$ cat config.mk
export PLATFORM = sky130hd
export DESIGN_NAME = nco_core
export DESIGN_NICKNAME = d
export VERILOG_FILES = /design/src/core/nco_core.v
export VERILOG_INCLUDE_DIRS = /design/src /design/src/shared
export SDC_FILE = /design/constraint.sdc
export NUM_CORES = 1
export LEC_CHECK = 0
export BUFFER_PORTS_ARGS = -buffer_cell sky130_fd_sc_hd__buf_4
export CAP_MARGIN = 20
export CORE_MARGIN = 2
export CORE_UTILIZATION = 58
export DETAILED_ROUTE_END_ITERATION = 16
export PLACE_DENSITY = 0.78
export SKIP_CTS_REPAIR_TIMING = 1
export SLEW_MARGIN = 20
export SYNTH_ARGS = -nofsm -noshare
export SYNTH_HDL_FRONTEND = slang
export SYNTH_SLANG_ARGS = --single-unit
$ cat constraint.sdc
create_clock -name pclk -period 3.2 [get_ports pclk]
set_input_delay 0.16 -clock pclk [delete_from_list [all_inputs] [get_ports pclk]]
set_output_delay 0.16 -clock pclk [all_outputs]
set_load 0.005 [all_outputs]
$ cat src/shared/nco_consts.vh
// Constants for the numerically controlled oscillator block
`ifndef NCO_CONSTS_VH
`define NCO_CONSTS_VH

// Register byte addresses on the APB
`define NCO_ADDR_CTRL    8'h00
`define NCO_ADDR_CLK     8'h04
`define NCO_ADDR_ACC_L   8'h08
`define NCO_ADDR_ACC_H   8'h0C
`define NCO_ADDR_ACC_U   8'h10
`define NCO_ADDR_INC_L   8'h14
`define NCO_ADDR_INC_H   8'h18
`define NCO_ADDR_INC_U   8'h1C
`define NCO_ADDR_IRQ_FLG 8'h20
`define NCO_ADDR_IRQ_MSK 8'h24
`define NCO_ADDR_IRQ_MAIN 8'h28

// Field positions in osc_control
`define NCO_CTRL_ON      7
`define NCO_CTRL_VIEW    5
`define NCO_CTRL_INV     4
`define NCO_CTRL_PULSE   0

// Field positions in osc_input_clock_control
`define NCO_CLK_PWS_HI   7
`define NCO_CLK_PWS_LO   5
`define NCO_CLK_SEL_HI   1
`define NCO_CLK_SEL_LO   0

// Field positions in the interrupt registers
`define NCO_IRQ_BIT      0
`define NCO_GLOBAL_BIT   7
`define NCO_PERIPH_BIT   6

// Clock select codes
`define NCO_SEL_FAST     2'h0
`define NCO_SEL_SYS      2'h1
`define NCO_SEL_CELL     2'h2

// Reset values
`define NCO_RST_BYTE     8'h00
`define NCO_RST_ACC      20'h00000

// Increment buffer transfer delay, in input clock edges
`define NCO_LOAD_EDGES   2'h2

`endif

$ cat src/core/nco_core.v
// Numerically controlled oscillator with APB register slave
//
// The register offsets and the APB register port were decided locally.
`timescale 1ns/10ps
// Behaviour
// - Each selected input clock edge adds increment into 20-bit accumulator.
// - Accumulator carry forms the raw overflow pulse.
// - Increment held in low, high, upper byte registers, all read/write.
// - Enabled low-byte write loads shadow on second input clock edge.
// - Disabled, any increment write loads the shadow at once.
// - Fixed duty mode toggles output on each overflow.
// - Pulse mode drives output active at edge after overflow, then inactive.
// - Width code sets pulse length 1 to 128 input clock periods.
// - Width longer than overflow spacing leaves output steady.
// - Polarity bit inverts final output and defines active level.
// - Polarity change that moves the output, with module and interrupt mask enabled, raises an interrupt.
// - Read-only status bit shows output; output also goes outward.
// - Each overflow sets the overflow interrupt flag.
// - Interrupt reaches CPU only with enable, mask and both gates set.
// - Reset clears every register to zero.
// - Module runs only while the system clock runs; input clock edges are sampled on it.
// - Enabled with fast oscillator selected keeps that oscillator alive.
// - Clock select 00 fast osc, 01 system clock, 10 logic cell.
// - Control bit 7 enables the module.
// - Control bit 0 selects pulse mode, clear selects fixed duty.
`include "nco_consts.vh"

module nco_core (
  input  wire        pclk,
  input  wire        presetn,
  input  wire        psel,
  input  wire        penable,
  input  wire        pwrite,
  input  wire [7:0]  paddr,
  input  wire [31:0] pwdata,
  output reg  [31:0] prdata,
  output reg         pready,
  output reg         pslverr,
  input  wire        internal_fast_osc,
  input  wire        logic_cell_one_out,
  output reg         osc_out,
  output reg         irq_to_cpu,
  output reg         fast_osc_keep_on
);

  // Control and configuration state
  reg        on_r;
  reg        inv_r;
  reg        pulse_r;
  reg [2:0]  pws_r;
  reg [1:0]  sel_r;
  reg [19:0] inc_r;
  reg [19:0] shadow_r;
  reg [19:0] acc_r;
  reg        flag_r;
  reg        mask_r;
  reg        periph_r;
  reg        global_r;
  // Input clock edge tracking
  reg        fast_prev_r;
  reg        cell_prev_r;
  // Shadow transfer sequencing
  reg [1:0]  pend_r;
  reg        imm_r;
  // Output shaping
  reg        raw_r;
  reg        ovf_r;
  reg [6:0]  cnt_r;
  reg        inv_prev_r;

  // Internal strobes and datapath
  wire        wr_en;
  wire        rd_en;
  wire        tick;
  wire [20:0] sum;
  wire        carry;
  wire        out_nxt;
  wire [6:0]  width_m1;
  wire        wr_acc_l;
  wire        wr_acc_h;
  wire        wr_acc_u;
  wire        flag_clr;
  wire        pol_irq;
  reg         tick_sel;
  reg  [31:0] rd_nxt;
  reg         hit;

  // Pulse length minus one for a width code
  function [6:0] nco_width_m1;
    input [2:0] code;
    begin
      nco_width_m1 = (7'h01 << code) - 7'h01;
    end
  endfunction

  // Decode an address into a hit flag
  function nco_mapped;
    input [7:0] a;
    begin
      case (a)
        `NCO_ADDR_CTRL,
        `NCO_ADDR_CLK,
        `NCO_ADDR_ACC_L,
        `NCO_ADDR_ACC_H,
        `NCO_ADDR_ACC_U,
        `NCO_ADDR_INC_L,
        `NCO_ADDR_INC_H,
        `NCO_ADDR_INC_U,
        `NCO_ADDR_IRQ_FLG,
        `NCO_ADDR_IRQ_MSK,
        `NCO_ADDR_IRQ_MAIN: nco_mapped = 1'b1;
        default: nco_mapped = 1'b0;
      endcase
    end
  endfunction

  // Access completes on the second access cycle
  assign wr_en = psel & penable & pready & pwrite;
  assign rd_en = psel & penable & ~pready & ~pwrite;

  // Accumulator byte write strobes and interrupt flag clear strobe
  assign wr_acc_l = wr_en & (paddr == `NCO_ADDR_ACC_L);
  assign wr_acc_h = wr_en & (paddr == `NCO_ADDR_ACC_H);
  assign wr_acc_u = wr_en & (paddr == `NCO_ADDR_ACC_U);
  assign flag_clr = wr_en & (paddr == `NCO_ADDR_IRQ_FLG) &
                    ~pwdata[`NCO_IRQ_BIT];

  always @* begin
    case (sel_r)
      `NCO_SEL_FAST: tick_sel = internal_fast_osc & ~fast_prev_r;
      `NCO_SEL_SYS:  tick_sel = 1'b1;
      `NCO_SEL_CELL: tick_sel = logic_cell_one_out & ~cell_prev_r;
      default:       tick_sel = 1'b0;
    endcase
  end

  assign tick = tick_sel & on_r;

  assign sum      = {1'b0, acc_r} + {1'b0, shadow_r};
  assign carry    = tick & sum[20];
  assign width_m1 = nco_width_m1(pws_r);
  assign out_nxt  = raw_r ^ inv_r;
  // polarity change that moves the output
  assign pol_irq  = mask_r & on_r & (inv_r != inv_prev_r) &
                    (out_nxt != osc_out);

  // Read data mux
  always @* begin
    rd_nxt = 32'h00000000;
    hit    = nco_mapped(paddr);
    case (paddr)
      `NCO_ADDR_CTRL: rd_nxt[7:0] = {on_r, 1'b0, osc_out, inv_r,
                                     3'h0, pulse_r};
      `NCO_ADDR_CLK:  rd_nxt[7:0] = {pws_r, 3'h0, sel_r};
      `NCO_ADDR_ACC_L: rd_nxt[7:0] = acc_r[7:0];
      `NCO_ADDR_ACC_H: rd_nxt[7:0] = acc_r[15:8];
      `NCO_ADDR_ACC_U: rd_nxt[3:0] = acc_r[19:16];
      `NCO_ADDR_INC_L: rd_nxt[7:0] = inc_r[7:0];
      `NCO_ADDR_INC_H: rd_nxt[7:0] = inc_r[15:8];
      `NCO_ADDR_INC_U: rd_nxt[3:0] = inc_r[19:16];
      `NCO_ADDR_IRQ_FLG: rd_nxt[`NCO_IRQ_BIT] = flag_r;
      `NCO_ADDR_IRQ_MSK: rd_nxt[`NCO_IRQ_BIT] = mask_r;
      `NCO_ADDR_IRQ_MAIN: begin
        rd_nxt[`NCO_GLOBAL_BIT] = global_r;
        rd_nxt[`NCO_PERIPH_BIT] = periph_r;
      end
      default: rd_nxt = 32'h00000000;
    endcase
  end

  // APB handshake and read capture
  always @(posedge pclk or negedge presetn) begin
    if (!presetn) begin
      pready  <= 1'b0;
      prdata  <= 32'h00000000;
      pslverr <= 1'b0;
    end else begin
      pready  <= psel & penable & ~pready;
      pslverr <= psel & penable & ~pready & ~hit;
      if (rd_en) begin
        prdata <= rd_nxt;
      end
    end
  end

  // all registers clear on reset
  // Software registers and shadow transfer
  always @(posedge pclk or negedge presetn) begin
    if (!presetn) begin
      on_r     <= 1'b0;
      inv_r    <= 1'b0;
      pulse_r  <= 1'b0;
      pws_r    <= 3'h0;
      sel_r    <= 2'h0;
      inc_r    <= `NCO_RST_ACC;
      shadow_r <= `NCO_RST_ACC;
      mask_r   <= 1'b0;
      periph_r <= 1'b0;
      global_r <= 1'b0;
      pend_r   <= 2'h0;
      imm_r    <= 1'b0;
    end else begin
      imm_r <= 1'b0;
      // two-edge transfer after low byte write
      if (tick && pend_r != 2'h0) begin
        pend_r <= pend_r - 2'h1;
        if (pend_r == 2'h1) begin
          shadow_r <= inc_r;
        end
      end
      if (imm_r) begin
        shadow_r <= inc_r;
      end
      if (wr_en) begin
        case (paddr)
          `NCO_ADDR_CTRL: begin
            on_r    <= pwdata[`NCO_CTRL_ON];
            inv_r   <= pwdata[`NCO_CTRL_INV];
            pulse_r <= pwdata[`NCO_CTRL_PULSE];
          end
          `NCO_ADDR_CLK: begin
            pws_r <= pwdata[`NCO_CLK_PWS_HI:`NCO_CLK_PWS_LO];
            sel_r <= pwdata[`NCO_CLK_SEL_HI:`NCO_CLK_SEL_LO];
          end
          `NCO_ADDR_INC_L: begin
            inc_r[7:0] <= pwdata[7:0];
            imm_r      <= ~on_r;
            if (on_r) begin
              pend_r <= `NCO_LOAD_EDGES;
            end
          end
          `NCO_ADDR_INC_H: begin
            inc_r[15:8] <= pwdata[7:0];
            imm_r       <= ~on_r;
          end
          `NCO_ADDR_INC_U: begin
            inc_r[19:16] <= pwdata[3:0];
            imm_r        <= ~on_r;
          end
          `NCO_ADDR_IRQ_MSK: mask_r <= pwdata[`NCO_IRQ_BIT];
          `NCO_ADDR_IRQ_MAIN: begin
            global_r <= pwdata[`NCO_GLOBAL_BIT];
            periph_r <= pwdata[`NCO_PERIPH_BIT];
          end
          default: begin
          end
        endcase
      end
    end
  end

  // Input clock history for edge detection
  always @(posedge pclk or negedge presetn) begin
    if (!presetn) begin
      fast_prev_r <= 1'b0;
      cell_prev_r <= 1'b0;
    end else begin
      fast_prev_r <= internal_fast_osc;
      cell_prev_r <= logic_cell_one_out;
    end
  end

  // Accumulator; a software write wins over an addition
  always @(posedge pclk or negedge presetn) begin
    if (!presetn) begin
      acc_r <= `NCO_RST_ACC;
    end else begin
      if (wr_acc_l) begin
        acc_r[7:0] <= pwdata[7:0];
      end else if (wr_acc_h) begin
        acc_r[15:8] <= pwdata[7:0];
      end else if (wr_acc_u) begin
        acc_r[19:16] <= pwdata[3:0];
      end else if (tick) begin
        acc_r <= sum[19:0];
      end
    end
  end

  // Output shaping in both modes
  always @(posedge pclk or negedge presetn) begin
    if (!presetn) begin
      raw_r <= 1'b0;
      ovf_r <= 1'b0;
      cnt_r <= 7'h00;
    end else if (tick) begin
      ovf_r <= carry;
      if (!pulse_r) begin
        if (carry) begin
          raw_r <= ~raw_r;
        end
      end else if (ovf_r) begin
        // new overflow restarts, output stays active
        raw_r <= 1'b1;
        cnt_r <= width_m1;
      end else if (raw_r && cnt_r == 7'h00) begin
        raw_r <= 1'b0;
      end else if (raw_r) begin
        cnt_r <= cnt_r - 7'h01;
      end
    end
  end

  // Polarity history for change detection
  always @(posedge pclk or negedge presetn) begin
    if (!presetn) begin
      inv_prev_r <= 1'b0;
    end else begin
      inv_prev_r <= inv_r;
    end
  end

  // Overflow flag; set beats clear
  always @(posedge pclk or negedge presetn) begin
    if (!presetn) begin
      flag_r <= 1'b0;
    end else begin
      // flag holds until software writes zero
      if (flag_clr) begin
        flag_r <= 1'b0;
      end
      if (carry || pol_irq) begin
        flag_r <= 1'b1;
      end
    end
  end

  // four-way gate, one cycle behind flag
  always @(posedge pclk or negedge presetn) begin
    if (!presetn) begin
      irq_to_cpu <= 1'b0;
    end else begin
      irq_to_cpu <= flag_r & on_r & mask_r & periph_r & global_r;
    end
  end

  always @(posedge pclk or negedge presetn) begin
    if (!presetn) begin
      osc_out <= 1'b0;
    end else begin
      osc_out <= out_nxt;
    end
  end

  always @(posedge pclk or negedge presetn) begin
    if (!presetn) begin
      fast_osc_keep_on <= 1'b0;
    end else begin
      fast_osc_keep_on <= on_r & (sel_r == `NCO_SEL_FAST);
    end
  end

endmodule // nco_core

==> Yosys cells after proc, flatten, opt, wreduce, memory -nomap -nowiden <==
Cells that the tools add are included.
{ "totals": {"mem_bits_rw": 0, "mem_bits_ro": 0, "out_inout_bits": 37, "memories": 0, "latchBits": 0, "ff_bits": 100, "inputBits": 47, "word_cells": 149} }
{ "classes": {"multipliers": 0, "div_mod_pow": 0, "addsub": 4, "muxes": 30, "magnitude_cmp": 0, "reduce_logical": 30, "eq_ne": 20, "bitwise_logic": 34, "n_shift": 1} }
{ "op_table": {"columns": ["operator", "n"], "rows": [
  ["$mux W20", 4],
  ["$eq A8 B5 Y1 const B", 4],
  ["$eq A8 B6 Y1 const B", 3],
  ["$mux W8", 3],
  ["$and A1 B1 Y1", 23],
  ["$add A20 B20 Y21", 1],
  ["$mux W7", 3],
  ["$pmux W3 S7", 1],
  ["$reduce_bool A2 Y1", 9],
  ["$eq A8 B4 Y1 const B", 2],
  ["$mux W16", 1],
  ["$reduce_and A2 Y1", 8],
  ["$pmux W2 S7", 1],
  ["$sub A7 B1 Y7 const B", 2],
  ["$pmux W2 S6", 1],
  ["$reduce_and A3 Y1", 4],
  ["$reduce_or A11 Y1", 1],
  ["$not A1 Y1", 10],
  ["$pmux W1 S10", 1],
  ["$mux W1", 9],
  ["$eq A8 B3 Y1 const B", 1],
  ["$logic_not A8 Y1", 1],
  ["$mux W2", 4],
  ["$ne A2 B2 Y1 const B", 4],
  ["other kinds (15)", 18]
]} }

==> Logic depth before layout (Yosys ltp) <==
{ "depth": {"ltp_word": 9, "ltp_mapped": 11, "depth_no_buf": 10} }

==> Least setup slack after synthesis <==
Ideal clock, no wire load.
{ "synth_path": {"path_type": "reg-to-reg", "start": "register acc_r[0]", "end": "register raw_r", "required_time_ps": 3129, "setup_slack_ps": 815, "stages_incl_launch_ff": 10, "path_buffers": 0, "arrival_time_ps": 2315, "setup_ps": 71, "synth_period_minus_slack_ps": 2385, "path_cell_list": "dfrtp_1 > ha_1 > fa_1 > a21oi_1 > o22ai_1 > nor3_2 > o31ai_2 > a221o_1 > or3b_1 > nand4_1"} }
{ "synth_between": {"elab_chain_len": 4} }
{ "synth_lines": {"columns": ["element", "line_no", "text"], "rows": [
  ["start, declared", "nco_core.v:54", "reg [19:0] acc_r;"],
  ["start signal, assigned", "nco_core.v:266", "acc_r <= `NCO_RST_ACC;"],
  ["start signal, assigned", "nco_core.v:269", "acc_r[7:0] <= pwdata[7:0];"],
  ["start signal, assigned", "nco_core.v:275", "acc_r <= sum[19:0];"],
  ["$add A20 B20 Y21", "nco_core.v:139", "assign sum = {1'b0, acc_r} + {1'b0, shadow_r};"],
  ["$and A1 B1 Y1", "nco_core.v:140", "assign carry = tick & sum[20];"],
  ["$reduce_bool A2 Y1 (no source line)", null, null],
  ["$reduce_and A3 Y1 (no source line)", null, null],
  ["end signal, assigned", "nco_core.v:290", "raw_r <= ~raw_r;"],
  ["end, declared", "nco_core.v:66", "reg raw_r;"]
]} }
Every way passes these cells.
A chain may end at the register's enable or synchronous reset.

==> Worst setup path after layout <==
Same ends and word-level chain as after synthesis.

==> metrics.txt <==
worst hold path class in2reg; overall power 2300 uW; Post-synth EDFFs 0; Root Buffer clkbuf_8; Avg Inst Size Synth 9.93 um^2; Final GP Congestion 0.957; Slew HR 0.421; vias in the first global route 4700; largest net degree at the start of global routing 68; fmax 365 MHz; post-DR wirelength/cell 19.6 um; RR Startpoint acc_r[0]$_DFFE_PN0P_; unrepaired setup endpoints after global routing false; Slowest-stage cell, CP fa_1; R2R depth 9; top routing layer used met4; CP Class reg2reg; mapped cell area 5960 um^2; total wire length 15100 um; period utilization 0.856; total die area 11100 um^2; setup_tns 0 ns; yosys synthesis warning count 0; DRC violations left 0; Synth Flop Type dfrtp_1; 1st-iter DRT viols 283; Synth area leader dfrtp_1; Met3 Wirelength 1090 um; worst path required time 3.52 ns; CTS max path bufs 2; Via density 6.24; fraction of layout cells with a size suffix above 1 0.195; routed wl met2 7400 um; WL met1 6300 um; die height 105 um; Diodes inserted 0; minimum clock period 2.74 ns; Clock Skews 0.00828 ns; initial antenna violation count 0; I/O pins 84; insertion delay of the later-clocked pin in the worst-skew pair 0.37 ns; Setup Viol. Count Final 0; synth unique cells 74; Via Count 4802; Synth area leaders dfrtp_1 42%, mux2_2 8.7%, ha_1 4.8%; Worst EP arrival 3.05 ns; Worst-Margin Slew 0.868 ns; PD cells 354 nW/um^2; outcome complete, no violations; htree depth 3; top cells by count, synth 100 x dfrtp_1, 71 x nand2_1, 46 x mux2_2; FFs w/ async S/R, synth 1.00; Leak Pwr 0.00307 uW; FP Rows 36; aggregate global-route resource usage 0.282; #FFs+latches synth 100; Hold Path Origin pwdata[2]; I/O Buffers 35; DRT antenna net count 0; fin. max-slew vios 0; dpl hpwl 11100 um; Crit path largest cell delay 0.42 ns; sequential-to-total area share from yosys stat 0.420; first-pass GRT wire length 24500 um; area growth from synthesis to layout 8.80%; core area 9860 um^2; peak supply drop 402 uV; CP startpoint acc_r[0]$_DFFE_PN0P_; MaxCap Viol Count 0; CTS tree yes; clk slew on worst S/H paths 0.09 ns; synthesized instance count 600; clock sinks 100; drt pass-1 iters 5; Final Hold Viols 0; most frequent cell after synthesis dfrtp_1; nets@finish 704; CP Capture Type register; top-area cell type share of the netlist area 0.420; global route overflow 0; crit path cell chain ha_1 > fa_1 > a21oi_1 > o22ai_1 > nor3_2 > o31ai_2 > a221o_1 > or3b_1 > nand4_1; Die W 105 um; CTS buffer count 9; CP startpoint kind register; Worst Hold Depth 3; Fillers 796; worst-path maximum fanout 3; Starting Density 0.604
==> kinds of logic after synthesis <==
group,count (synthesis),synth area share
buf+inv,61,0.0586
other cells,1,0.000630
xor+xnor,23,0.0338
fa+ha+maj,24,0.0517
flops,100,0.420
compound gates,144,0.166
simple gates,192,0.167
mux,55,0.102
==> power breakdown <==
group	switching, uW	internal [uW]	leakage (uW)
Sequential	8.38	1270	0.00136
Combinational	95.7	46.8	0.00161
Clock	438	437	0.0000956
==> area by class of cell <==
cell class | count | area, um^2 | area share
multi-input cells | 462 | 3190 | 0.492
inverters | 15 | 56.3 | 0.00869
repair buffers | 45 | 358 | 0.0552
flip-flops and latches | 100 | 2500 | 0.386
clock inverters | 4 | 75.1 | 0.0116
well taps | 133 | 166 | 0.0257
clock buffers | 11 | 131 | 0.0203
==> per-stage QoR <==
step / utilization / hold WS [ns] / area (um^2) / instances / setup slack [ns]
2_1_floorplan: - / -0.136 / 6040 / 623 / 0.815
3_3_place_gp: 0.633 / 0.282 / 6240 / 752 / 0.541
3_5_place_dp: 0.633 / 0.282 / 6240 / 752 / 0.496
4_1_cts: 0.654 / -0.112 / 6450 / 767 / 0.464
5_1_grt: 0.657 / 0.0533 / 6480 / 770 / 0.302
6_report: 0.657 / 0.0389 / 6480 / 770 / 0.462
==> worst max-delay path, delay by kind of cell (launching register included) <==
family / cells / cell delay (ns)
DFF: 1 / 0.41
AOI/OAI and AO/OA: 4 / 0.91
and+or+nand+nor: 3 / 0.73
adders and majority gates: 2 / 0.64
==> placed cells by master (no fill, tap or decap), types with 6 or more instances in the layout <==
master	count
dfrtp_1	100
nand2_1	71
mux2_2	46
buf_4	41
nor2_1	34
a21oi_1	31
o21ai_0	28
conb_1	24
ha_1	23
nand3_1	18
inv_1	14
xor2_1	12
nor3_1	11
xnor2_1	11
o22ai_1	10
o21ai_1	9
mux2i_1	9
clkbuf_8	9
a31oi_1	7
a22oi_1	7
and3_1	6
a221o_1	6
==> final timing paths <==
check	endpoint	slack, ns
min in group asynchronous	acc_r[13]$_DFFE_PN0P_	0.43
hold reg to reg	prdata[6]$_DFFE_PN0P_	0.50
max in group asynchronous	cnt_r[2]$_DFFE_PN0P_	2.09
hold / removal	inc_r[2]$_DFFE_PN0P_	0.04
setup reg to reg	raw_r$_DFFE_PN0P_	0.46
setup / recovery	raw_r$_DFFE_PN0P_	0.46
==> routing by layer <==
layer	vias up	track usage
li1	2184	-
met2	224	0.467
met4	0	0.0867
met5	-	0
met3	27	0.0402
met1	2367	0.386
==> flip-flops by register name, indices dropped and copies added, names as in the netlist, 2 cells and up <==
register	cells
prdata	8
pend_r	2
acc_r	20
cnt_r	7
shadow_r	20
inc_r	20
sel_r	2
pws_r	3
Power figures use the tool's default switching activity.
